### src/logic/mfb_cfg.svh
// Register offsets, field positions and reset values of the flag/branch unit.
`ifndef MFB_CFG_SVH
`define MFB_CFG_SVH

// Register byte offsets on the APB slave.
`define MFB_CTRL_OFS       8'h00
`define MFB_ADDR_OFS       8'h04
`define MFB_STEP_OFS       8'h08
`define MFB_STATUS_OFS     8'h0c

// Control register fields.
`define MFB_CTRL_BR_LSB    0
`define MFB_CTRL_OUT_LSB   4
`define MFB_CTRL_IN_LSB    8
`define MFB_CTRL_ROW_LSB   16
`define MFB_CTRL_RST       32'h0000_0300

// Address register fields.
`define MFB_ADDR_COL_LSB   0
`define MFB_ADDR_ROW_LSB   8

// Status register fields.
`define MFB_STAT_CARRY     0
`define MFB_STAT_ZERO      1
`define MFB_STAT_FLATCH    2
`define MFB_STAT_FOUT      3
`define MFB_STAT_PRIO_LSB  4

// Column pair base of the two-way tests, less its top and bottom bits.
`define MFB_PAIR_MID       2'h1

`endif

### src/logic/mfb_pkg.sv
// Types shared by the flag/branch unit.
package mfb_pkg;

  // Flag output selections.
  typedef enum logic [1:0] {
    force_out_low,
    force_out_carry,
    force_out_zero_flag,
    force_out_high
  } mfb_out_e;

  // Flag input operations.
  typedef enum logic [1:0] {
    load_both_flags,
    load_zero_flag,
    load_carry_flag,
    hold_both_flags
  } mfb_in_e;

  // Branch kinds handled by this unit.
  typedef enum logic [2:0] {
    branch_none,
    branch_on_input_latch,
    branch_on_carry,
    branch_on_zero,
    branch_on_primary_bus
  } mfb_branch_e;

endpackage

### src/logic/mfb_flag_branch.sv
// Flag handling and conditional branch unit of a microprogram sequencer.
//
// Overview of operation
// - Flag output code drives output low, carry, zero or high.
// - Flag input code may load only zero or only carry from input.
// - One flag input code loads carry and zero together from input.
// - One flag input code holds carry and zero unchanged.
// - Latch test target stays in current half of rows.
// - Two-way targets use columns 2/3 or 10/11 by current column.
// - Latch test picks low column on 0, high column on 1.
// - Latch test sees latch already updated by this step's input.
// - Carry test target stays within current group of eight rows.
// - Carry test picks low column on 0, high column on 1.
// - Carry test uses carry value from before this step.
// - Zero test works like carry test but uses zero flag.
// - Address is 32 rows by 16 columns; branches move within them.
// - Primary bus test picks column by bus, saves secondary bus.
//
// Design decisions made here: the APB interface to the registers and the register offsets.
`timescale 1ns/100ps
`default_nettype none
`include "mfb_cfg.svh"

module mfb_flag_branch #(
  parameter int ROW_BITS = 5,
  parameter int COL_BITS = 4,
  parameter int ADDR_W   = 8
) (
  // Clock and reset.
  input  wire logic                clk_sys,
  input  wire logic                rst_b,
  // APB slave.
  input  wire logic                psel,
  input  wire logic                penable,
  input  wire logic                pwrite,
  input  wire logic [ADDR_W-1:0]   paddr,
  input  wire logic [31:0]         pwdata,
  output var  logic [31:0]         prdata,
  output logic                     pready,
  output logic                     pslverr,
  // Processing element and bus pins.
  input  wire logic                flagInLine,
  input  wire logic [COL_BITS-1:0] primaryExternalBus,
  input  wire logic [COL_BITS-1:0] secondaryExternalBus,
  output var  logic                flagOutLine,
  // Microprogram address and priority latch.
  output var  logic [ROW_BITS-1:0] rowAddr,
  output var  logic [COL_BITS-1:0] colAddr,
  output var  logic [COL_BITS-1:0] priorityLatch
);

  ////////////////////////////////////////////////////////////////////////////
  // The address split and the branch fields are fixed by the sequencer.
  if (ROW_BITS != 5 || COL_BITS != 4 || ADDR_W < 4) begin : gBadParam
    $error("mfb_flag_branch: unsupported parameter values");
  end

  localparam int PINS = 2 * COL_BITS + 1;

  ////////////////////////////////////////////////////////////////////////////
  // Pin synchronisers.
  logic [PINS-1:0]     pinMeta_q;
  logic [PINS-1:0]     pinSync_q;
  logic                flagIn;
  logic [COL_BITS-1:0] pxBus;
  logic [COL_BITS-1:0] sxBus;

  always_ff @(posedge clk_sys or negedge rst_b) begin
    if (!rst_b) begin
      pinMeta_q <= '0;
      pinSync_q <= '0;
    end else begin
      pinMeta_q <= {flagInLine, primaryExternalBus, secondaryExternalBus};
      pinSync_q <= pinMeta_q;
    end
  end

  assign flagIn = pinSync_q[PINS-1];
  assign pxBus  = pinSync_q[2*COL_BITS-1:COL_BITS];
  assign sxBus  = pinSync_q[COL_BITS-1:0];

  ////////////////////////////////////////////////////////////////////////////
  // APB decode.
  logic [31:0] ctrl_q;
  logic        carry_q;
  logic        zero_q;
  logic        fLatch_q;
  logic        accessWr;
  logic        hitCtrl;
  logic        hitAddr;
  logic        hitStep;
  logic        hitStat;
  logic        stepPulse;
  logic [31:0] readMux;

  assign hitCtrl  = paddr == ADDR_W'(`MFB_CTRL_OFS);
  assign hitAddr  = paddr == ADDR_W'(`MFB_ADDR_OFS);
  assign hitStep  = paddr == ADDR_W'(`MFB_STEP_OFS);
  assign hitStat  = paddr == ADDR_W'(`MFB_STATUS_OFS);
  // Every register answers at once, so no wait state is ever inserted.
  assign pready   = 1'b1;
  assign pslverr  = psel && penable &&
                    !(hitCtrl || hitAddr || hitStep || hitStat);
  assign accessWr = psel && penable && pwrite;
  assign stepPulse = accessWr && hitStep && pwdata[0];

  always_comb begin
    readMux = 32'h0000_0000;
    if (hitCtrl) begin
      readMux = ctrl_q;
    end else if (hitAddr) begin
      readMux[`MFB_ADDR_COL_LSB +: COL_BITS] = colAddr;
      readMux[`MFB_ADDR_ROW_LSB +: ROW_BITS] = rowAddr;
    end else if (hitStat) begin
      readMux[`MFB_STAT_CARRY] = carry_q;
      readMux[`MFB_STAT_ZERO]  = zero_q;
      readMux[`MFB_STAT_FLATCH] = fLatch_q;
      readMux[`MFB_STAT_FOUT]  = flagOutLine;
      readMux[`MFB_STAT_PRIO_LSB +: COL_BITS] = priorityLatch;
    end
  end

  // Read data is captured in the setup cycle so it is stable in access.
  always_ff @(posedge clk_sys or negedge rst_b) begin
    if (!rst_b) begin
      prdata <= 32'h0000_0000;
    end else if (psel && !penable) begin
      prdata <= readMux;
    end
  end

  always_ff @(posedge clk_sys or negedge rst_b) begin
    if (!rst_b) begin
      ctrl_q <= `MFB_CTRL_RST;
    end else if (accessWr && hitCtrl) begin
      ctrl_q <= pwdata;
    end
  end

  ////////////////////////////////////////////////////////////////////////////
  // Microinstruction fields.
  mfb_pkg::mfb_branch_e branchOp;
  mfb_pkg::mfb_out_e    outCode;
  mfb_pkg::mfb_in_e     inCode;
  logic [ROW_BITS-1:0]  tgtRow;

  assign branchOp = mfb_pkg::mfb_branch_e'(ctrl_q[`MFB_CTRL_BR_LSB +: 3]);
  assign outCode  = mfb_pkg::mfb_out_e'(ctrl_q[`MFB_CTRL_OUT_LSB +: 2]);
  assign inCode   = mfb_pkg::mfb_in_e'(ctrl_q[`MFB_CTRL_IN_LSB +: 2]);
  assign tgtRow   = ctrl_q[`MFB_CTRL_ROW_LSB +: ROW_BITS];

  ////////////////////////////////////////////////////////////////////////////
  // Flag output line.
  always_ff @(posedge clk_sys or negedge rst_b) begin
    if (!rst_b) begin
      flagOutLine <= 1'b0;
    end else begin
      unique case (outCode)
        mfb_pkg::force_out_low:       flagOutLine <= 1'b0;
        mfb_pkg::force_out_carry:     flagOutLine <= carry_q;
        mfb_pkg::force_out_zero_flag: flagOutLine <= zero_q;
        mfb_pkg::force_out_high:      flagOutLine <= 1'b1;
      endcase
    end
  end

  ////////////////////////////////////////////////////////////////////////////
  // Flag latch, carry and zero, updated once per step.
  always_ff @(posedge clk_sys or negedge rst_b) begin
    if (!rst_b) begin
      fLatch_q <= 1'b0;
    end else if (stepPulse) begin
      fLatch_q <= flagIn;
    end
  end

  always_ff @(posedge clk_sys or negedge rst_b) begin
    if (!rst_b) begin
      carry_q <= 1'b0;
      zero_q  <= 1'b0;
    end else if (stepPulse) begin
      unique case (inCode)
        mfb_pkg::load_both_flags: begin
          carry_q <= flagIn;
          zero_q  <= flagIn;
        end
        mfb_pkg::load_zero_flag:  zero_q  <= flagIn;
        mfb_pkg::load_carry_flag: carry_q <= flagIn;
        mfb_pkg::hold_both_flags: ;
      endcase
    end
  end

  ////////////////////////////////////////////////////////////////////////////
  // Next microprogram address.
  logic                testBit;
  logic [COL_BITS-1:0] pairCol;
  logic [ROW_BITS-1:0] rowNext;
  logic [COL_BITS-1:0] colNext;

  // The latch test sees the value entering the latch this step, while
  // the flag tests see the flags as they stood before it.
  always_comb begin
    testBit = 1'b0;
    unique case (branchOp)
      mfb_pkg::branch_on_input_latch: testBit = flagIn;
      mfb_pkg::branch_on_carry:       testBit = carry_q;
      mfb_pkg::branch_on_zero:        testBit = zero_q;
      default:                        testBit = 1'b0;
    endcase
  end

  assign pairCol = {colAddr[COL_BITS-1], `MFB_PAIR_MID, testBit};

  always_comb begin
    rowNext = rowAddr;
    colNext = colAddr;
    unique case (branchOp)
      mfb_pkg::branch_on_input_latch: begin
        rowNext = {rowAddr[4], tgtRow[3:0]};
        colNext = pairCol;
      end
      mfb_pkg::branch_on_carry, mfb_pkg::branch_on_zero: begin
        rowNext = {rowAddr[4:3], tgtRow[2:0]};
        colNext = pairCol;
      end
      mfb_pkg::branch_on_primary_bus: begin
        rowNext = {rowAddr[4:2], tgtRow[1:0]};
        colNext = pxBus;
      end
      default: begin
        rowNext = rowAddr;
        colNext = colAddr;
      end
    endcase
  end

  always_ff @(posedge clk_sys or negedge rst_b) begin
    if (!rst_b) begin
      rowAddr <= '0;
      colAddr <= '0;
    end else if (accessWr && hitAddr) begin
      rowAddr <= pwdata[`MFB_ADDR_ROW_LSB +: ROW_BITS];
      colAddr <= pwdata[`MFB_ADDR_COL_LSB +: COL_BITS];
    end else if (stepPulse) begin
      rowAddr <= rowNext;
      colAddr <= colNext;
    end
  end

  always_ff @(posedge clk_sys or negedge rst_b) begin
    if (!rst_b) begin
      priorityLatch <= '0;
    end else if (stepPulse && branchOp == mfb_pkg::branch_on_primary_bus) begin
      priorityLatch <= sxBus;
    end
  end
endmodule // mfb_flag_branch

`default_nettype wire

### config.mk
export PLATFORM = sky130hd
export DESIGN_NAME = mfb_flag_branch
export DESIGN_NICKNAME = d
export VERILOG_FILES = /design/src/logic/mfb_pkg.sv /design/src/logic/mfb_flag_branch.sv
export VERILOG_INCLUDE_DIRS = /design/src /design/src/logic
export SDC_FILE = /design/constraint.sdc
export NUM_CORES = 1
export LEC_CHECK = 0
export BUFFER_PORTS_ARGS = -buffer_cell sky130_fd_sc_hd__buf_4
export CAP_MARGIN = 15
export CORE_MARGIN = 2
export CORE_UTILIZATION = 50
export CTS_CLUSTER_DIAMETER = 40
export DETAILED_ROUTE_END_ITERATION = 10
export PLACE_DENSITY = 0.76
export SYNTH_ARGS = -nofsm -noshare
export SYNTH_HDL_FRONTEND = slang
export SYNTH_SLANG_ARGS = --single-unit
### constraint.sdc
create_clock -name clk_sys -period 2.9 [get_ports clk_sys]
set_clock_uncertainty 0.2 [all_clocks]
set_input_delay 0.145 -clock clk_sys [delete_from_list [all_inputs] [get_ports clk_sys]]
set_output_delay 0.145 -clock clk_sys [all_outputs]
set_load 0.02 [all_outputs]
==> results.sh, run 1 <==
export IMPL_final_setup_tns_ns=0
export IMPL_powerDensity_nw_per_um2=475.5
export IMPL_syn_area_um2=3970
export IMPL_rsz0062_at_grt="false"
export IMPL_end_kind="register"
export IMPL_gp_congestion=0.8757
export IMPL_syn_nets=380
export IMPL_setup_viol=0
export IMPL_diodes=0
export IMPL_htree_levels=3
export IMPL_leakage_nw=2.755
export IMPL_netlist_instances=326
export IMPL_fillerInstances=554
export IMPL_period_needed_ns=2.285
export IMPL_viasPerCell=5.271
export IMPL_num_rows=32
export IMPL_core_area_um2=7727
export IMPL_drt_wl_total_mm=9.201
export IMPL_grt_max_degree=56
export IMPL_cap_violations=0
export IMPL_p_switching_mw=0.6060
export IMPL_dieArea_um2=8669
export IMPL_num_vias=3031
export IMPL_cp_num_cells=7
export IMPL_cp_cell_sequence="dlygate4sd3_1 -> buf_4 -> nor2b_1 -> nand4_1 -> nand4_1 -> nand2_1 -> mux2_2"
export IMPL_hp_class="in2reg"
export IMPL_final_util_pct=70.09
export IMPL_cts_made_buffers=9
export IMPL_grt_pass1_wl_mm=14.95
export IMPL_synth_seq_cells=99
export IMPL_critical_path_max_stage_delay_ns=0.56
export IMPL_layout_nets=523
export IMPL_worst_path_most_repeated_cell="nand4_1"
export IMPL_drc_errors=0
export IMPL_wl_per_cell_um=16.00
export IMPL_internal_power_mw=1.970
export IMPL_dp_hpwl_mm=6.274
export IMPL_pwr_share_clk_pct=34.4
export IMPL_clkLatencyLatePin_ns=0.36
export IMPL_grt_pass1_vias=3045
export IMPL_initial_core_util_pct=51.38
export IMPL_cts_buffer_depth=2
export IMPL_ys_seq_area_share_pct=62.46
export IMPL_final_max_slew_violation_count=0
export IMPL_crit_arrival_ns=2.33
export IMPL_cts_clk_slew_worst_paths_ns=0.09
export IMPL_r2r_cells=5
export IMPL_syn2layout_area_growth_pct=36.43
export IMPL_path_class="in2reg"
export IMPL_worstMarginPinSlew_ns=0.8076
export IMPL_drive_above_1_share_pct=36.58
export IMPL_finalCritPeriodShare_pct=78.78
export IMPL_die_w_um=93.11
export IMPL_drtIter0Drc=169
export IMPL_drt_pass1_iterations=4
export IMPL_post_cts_buffers=0
export IMPL_hold_violations=0
export IMPL_critPathBufInv=2
export IMPL_seqPwrFrac_pct=55.7
export IMPL_whs_path_depth=4
export IMPL_antenna_left=0
export IMPL_ctsHoldBuffers=43
export IMPL_ios=102
export IMPL_cp_start_kind="input port"
export IMPL_cpMaxStageDelayCell="nand4_1"
export IMPL_max_slew_margin_rel_pct=45.97
export IMPL_syn_area_per_cell_um2=12.18
export IMPL_cts_tree="built"
export IMPL_cpLargestDelayFamily="simple AND/OR/NAND/NOR gates"
export IMPL_cts_resized=0
export IMPL_antenna_found_initial=0
export IMPL_cts_root_buf="clkbuf_8"
export IMPL_grt_overflow_total=0
export IMPL_ys_warnings_count=0
export IMPL_cp_data_required_time_ns=2.95
export IMPL_max_vdd_ir_drop_v=0.0003520
export IMPL_grt_use_total_pct=22.44
export IMPL_max_freq_mhz=437.7
export IMPL_portBuffers=100
export IMPL_cts_sinks=99
export IMPL_power_frac_comb_pct=9.9
export IMPL_crit_fanout=13
export IMPL_die_h_um=93.11
export IMPL_synth_cell_types=32
export IMPL_status="finished clean"
export IMPL_switching_share_pct=23.53
cells in the final DEF, fill, tap and decap left out, drive strengths merged, types with 3 or more instances in the layout:
cell / count
mux2i: 4
clkbuf: 10
buf: 105
dfrtp: 97
nor2: 35
nand2: 49
a21oi: 8
nand3: 23
o21ai: 7
mux2: 47
nand2b: 4
a22oi: 4
dlygate4sd3: 43
nand4: 4
and3: 3
a221oi: 9
power by group through the flow:
stage / Clock (mW) / Combinational (mW) / Sequential, mW
2_1_floorplan: 0 / 0.0584 / 1.48
3_3_place_gp: 0 / 0.206 / 1.46
3_5_place_dp: 0 / 0.210 / 1.46
4_1_cts: 0.906 / 0.256 / 1.44
5_1_grt: 0.965 / 0.277 / 1.44
6_report: 0.885 / 0.255 / 1.44
registers in the layout, summed over array words and instances, names as in the netlist:
signal / cells
priorityLatch: 4
pinMeta_q: 9
zero_q: 1
rowAddr: 5
prdata: 32
flagOutLine: 1
pinSync_q: 9
ctrl_q: 32
carry_q: 1
colAddr: 4
fLatch_q: 1
path summary, 6_finish.rpt:
kind / to / start / slack (ns)
max in group asynchronous: ctrl_q[9]$_DFFE_PN1P_ / rst_b / 1.55
min in group asynchronous: pinMeta_q[4]$_DFF_PN0_ / rst_b / 0.16
min: prdata[14]$_DFFE_PN0P_ / paddr[3] / 0.02
min reg2reg: pinSync_q[6]$_DFF_PN0_ / pinMeta_q[6]$_DFF_PN0_ / 0.15
max: colAddr[2]$_DFFE_PN0P_ / paddr[2] / 0.62
max reg2reg: colAddr[0]$_DFFE_PN0P_ / ctrl_q[1]$_DFFE_PN0P_ / 0.62
synth_stat cells:
library cell | number | area (um^2)
nor3_1 | 1 | 5.000
dfrtp_1 | 97 | 2427
a22oi_1 | 4 | 30.03
nand2_1 | 48 | 180.2
mux2i_1 | 4 | 40.04
nor2_1 | 34 | 127.6
a21oi_1 | 8 | 40.04
mux2_2 | 45 | 506.7
nor2b_1 | 2 | 12.51
nand2b_1 | 4 | 25.02
mux2_1 | 2 | 22.52
and3_1 | 3 | 18.77
nand4_1 | 4 | 25.02
nand2_2 | 1 | 6.260
buf_4 | 2 | 15.01
xor2_1 | 1 | 8.760
conb_1 | 1 | 3.750
nor4_4 | 1 | 21.27
o32a_1 | 2 | 20.02
or3b_2 | 1 | 8.760
nand3_1 | 23 | 115.1
buf_6 | 4 | 45.04
buf_2 | 3 | 15.01
clkbuf_1 | 7 | 26.28
o21a_1 | 2 | 15.01
nor3_4 | 1 | 16.27
and3b_1 | 1 | 8.760
nor2_4 | 1 | 11.26
a31oi_1 | 1 | 6.260
a221oi_1 | 9 | 78.83
o21ai_0 | 7 | 35.03
dfstp_2 | 2 | 52.55
cells by family (layout without fill, tap and decap cells):
group	count (synthesis)	in the layout	share of synthesized area (%)
other cells	1	1	0.09446
flops	99	99	62.46
compound gates	33	33	5.673
simple gates	125	125	14.65
mux	51	51	14.34
buf+inv	16	163	2.553
xor+xnor	1	1	0.2207
final cells by class:
| type | count | area [um^2] | share of cell area, % |
|---|---|---|---|
| Clock buffer | 10 | 137.6 | 2.541 |
| Clock inverter | 5 | 61.31 | 1.132 |
| Multi-Input combinational cell | 211 | 1391 | 25.69 |
| Sequential cell | 99 | 2480 | 45.78 |
| Tap cell | 102 | 127.6 | 2.356 |
| Timing Repair Buffer | 148 | 1219 | 22.50 |
per-stage QoR:
step / instance area (um^2) / hold slack [ns] / power, mW / std cells / setup slack, ns
floorplan: 3970 / -0.3506 / 1.537 / 326 / 1.043
global placement: 4787 / 0.01477 / 1.667 / 517 / 0.6853
detailed placement: 4787 / 0.02199 / 1.672 / 517 / 0.5964
CTS: 5416 / 0.007124 / 2.598 / 575 / 0.6454
global route: 5416 / 0.03088 / 2.681 / 575 / 0.4671
finish: 5416 / 0.02464 / 2.576 / 575 / 0.6153
worst reg2reg max path, delay by kind of cell (launching register included):
| kind | cells | cell delay, ns |
|---|---|---|
| multiplexers | 1 | 0.39 |
| XOR/XNOR | 1 | 0.21 |
| AND/OR/NAND/NOR | 2 | 0.57 |
| AO/OA/AOI/OAI | 1 | 0.34 |
| flip-flops | 1 | 0.46 |
per-layer routing:
metal  vias up  global-route usage [%]  part of all wire (%)
li1       1415                       -                     -
met1      1494                   30.10                    44
met2       102                   36.41                    50
met3        20                   3.546                   4.4
met4         0                   9.926                   2.5
met5         -                       0                     0
No activity file was read; power rests on OpenSTA's default activity.
==> run 2, diff against run 1 <==
--- a/config.mk
+++ b/config.mk
@@ -9,10 +9,10 @@
 export BUFFER_PORTS_ARGS = -buffer_cell sky130_fd_sc_hd__buf_4
 export CAP_MARGIN = 15
 export CORE_MARGIN = 2
-export CORE_UTILIZATION = 50
+export CORE_UTILIZATION = 47
 export CTS_CLUSTER_DIAMETER = 40
 export DETAILED_ROUTE_END_ITERATION = 10
-export PLACE_DENSITY = 0.76
+export PLACE_DENSITY = 0.75
 export SYNTH_ARGS = -nofsm -noshare
 export SYNTH_HDL_FRONTEND = slang
 export SYNTH_SLANG_ARGS = --single-unit
==> constraint.sdc (replaced) <==
create_clock -name clk_sys -period 1.9 [get_ports clk_sys]
set_clock_uncertainty 0.2 [all_clocks]
set_input_delay 0.095 -clock clk_sys [delete_from_list [all_inputs] [get_ports clk_sys]]
set_output_delay 0.095 -clock clk_sys [all_outputs]
set_load 0.02 [all_outputs]
==> results.sh, run 2 (synthesized netlist as in run 1, its figures left out) <==
export IMPL_rsz0062_at_grt="false"
export IMPL_grt_use_total_pct=22.01
export IMPL_cap_violations=0
export IMPL_cts_tree="built"
export IMPL_gp_congestion=0.9304
export IMPL_ios=102
export IMPL_setup_viol=0
export IMPL_cts_sinks=99
export IMPL_critical_path_max_stage_delay_ns=0.54
export IMPL_power_frac_comb_pct=10.6
export IMPL_clkLatencyLatePin_ns=0.34
export IMPL_portBuffers=100
export IMPL_seqPwrFrac_pct=57.1
export IMPL_internal_power_mw=2.944
export IMPL_drtIter0Drc=216
export IMPL_max_slew_margin_rel_pct=65.38
export IMPL_crit_arrival_ns=1.89
export IMPL_viasPerCell=5.231
export IMPL_hold_violations=0
export IMPL_leakage_nw=2.851
export IMPL_stdcell_count=594
export IMPL_place_area_um2=4933
export IMPL_diodes=0
export IMPL_wl_per_cell_um=16.10
export IMPL_grt_overflow_total=0
export IMPL_period_needed_ns=1.851
export IMPL_whs_ns=0.02776
export IMPL_pre_cts_slack_ns=0.02075
export IMPL_htree_levels=3
export IMPL_grt_pass1_wl_mm=15.21
export IMPL_max_vdd_ir_drop_v=0.0004356
export IMPL_hp_class="in2reg"
export IMPL_drt_pass1_iterations=4
export IMPL_antenna_found_initial=0
export IMPL_core_area_um2=8217
export IMPL_status="finished clean"
export IMPL_pwr_share_clk_pct=32.3
export IMPL_antenna_left=0
export IMPL_crit_fanout=11
export IMPL_cts_made_buffers=9
export IMPL_path_class="in2reg"
export IMPL_final_setup_tns_ns=0
export IMPL_p_switching_mw=0.8962
export IMPL_drt_wl_total_mm=9.565
export IMPL_setup_ws_ns=0.04870
export IMPL_cts_root_buf="clkbuf_8"
export IMPL_fin_area_um2=5585
export IMPL_max_freq_mhz=540.2
export IMPL_cpMaxStageDelayCell="dlygate4sd3_1"
export IMPL_dp_hpwl_mm=6.520
export IMPL_worstMarginPinSlew_ns=0.5193
export IMPL_final_max_slew_violation_count=0
export IMPL_fillerInstances=593
export IMPL_final_cell_mix="buf_4, dfrtp_1, nand2_1"
export IMPL_initial_core_util_pct=48.32
export IMPL_num_vias=3107
export IMPL_powerDensity_nw_per_um2=687.6
export IMPL_num_rows=33
export IMPL_dieArea_um2=9198
export IMPL_placed_cells=534
export IMPL_finalCritPeriodShare_pct=97.44
export IMPL_cp_start_kind="input port"
export IMPL_die_h_um=95.91
export IMPL_worst_path_most_repeated_cell="buf_4"
export IMPL_layout_nets=541
export IMPL_end_kind="register"
export IMPL_grt_pass1_vias=3147
export IMPL_cp_data_required_time_ns=1.93
export IMPL_drc_errors=0
export IMPL_reg_top3="ctrl_q (32), prdata (32)"
export IMPL_switching_share_pct=23.34
export IMPL_drive_above_1_share_pct=38.65
export IMPL_cts_clk_slew_worst_paths_ns=0.08
export IMPL_p_total_mw=3.841
export IMPL_final_common_cell="buf_4"
export IMPL_die_w_um=95.91
export IMPL_grt_max_degree=42
export IMPL_syn2layout_area_growth_pct=40.69
export IMPL_cp_cell_sequence="dlygate4sd3_1 -> buf_4 -> and3_2 -> and3_1 -> nand2_2 -> buf_4 -> mux2_2"
export IMPL_final_util_pct=67.98
export IMPL_cts_buffer_depth=2
==> run 2: cell count changes in the layout (fill, tap and decap cells not counted), moves of 2 or more <==
cell / before / now
dlygate4sd3_1: 43 / 46
buf_4: 105 / 116
clkbuf_8: 10 / 12
buf_12: 0 / 3
clkinvlp_4: 2 / 0
==> run 2: area by class of cell <==
class	count	area [um^2]	area share, %
Clock buffer	12	165.2	2.957
Clock inverter	1	8.758	0.1568
Multi-Input combinational cell	211	1398	25.02
Sequential cell	99	2480	44.40
Tap cell	105	131.4	2.352
Timing Repair Buffer	166	1403	25.11
==> run 2: worst paths after layout <==
| path | start | endpoint | slack, ns | cells after the start |
|---|---|---|---|---|
| worst max-delay path | penable | ctrl_q[30]$_DFFE_PN0P_ | 0.05 | 7 |
| worst min-delay path | paddr[3] | rowAddr[3]$_DFFE_PN0P_ | 0.03 | 4 |
| worst max register to register | ctrl_q[0]$_DFFE_PN0P_ | priorityLatch[1]$_DFFE_PN0P_ | 0.07 | 3 |
| worst min register to register | pinMeta_q[0]$_DFF_PN0_ | pinSync_q[0]$_DFF_PN0_ | 0.15 | 0 |
| max in group asynchronous | rst_b | prdata[20]$_DFFE_PN0P_ | 0.79 | 3 |
| min in group asynchronous | rst_b | pinMeta_q[8]$_DFF_PN0_ | 0.06 | 2 |
==> run 2: layer usage <==
metal  up-vias  GRT usage [%]  part of all wire (%)
met2       114          35.61                    50
met5         -              0                     0
met1      1532          29.02                    43
li1       1442              -                     -
met3        19          4.307                   4.9
met4         0          9.643                   2.3
==> run 2: power groups by stage <==
stage	logic, mW	clock network (mW)	registers (mW)
floorplan	0.0891	0	2.26
global placement	0.327	0	2.23
detailed placement	0.334	0	2.23
CTS	0.410	1.26	2.19
global route	0.444	1.35	2.20
finish	0.408	1.24	2.19
==> run 2: critical path: cells and delay by family <==
kind	cells	cell delay (ns)
buffers and inverters	3	0.90
muxes	1	0.35
and+or+nand+nor	3	0.54
==> run 2: what timing repair did <==
action	4_1_cts	5_1_grt
endpoints found under the hold margin	151	0
hold buffers	46	0
setup buffers	0	1
resized for setup	0	4
endpoints found under the setup margin	0	5
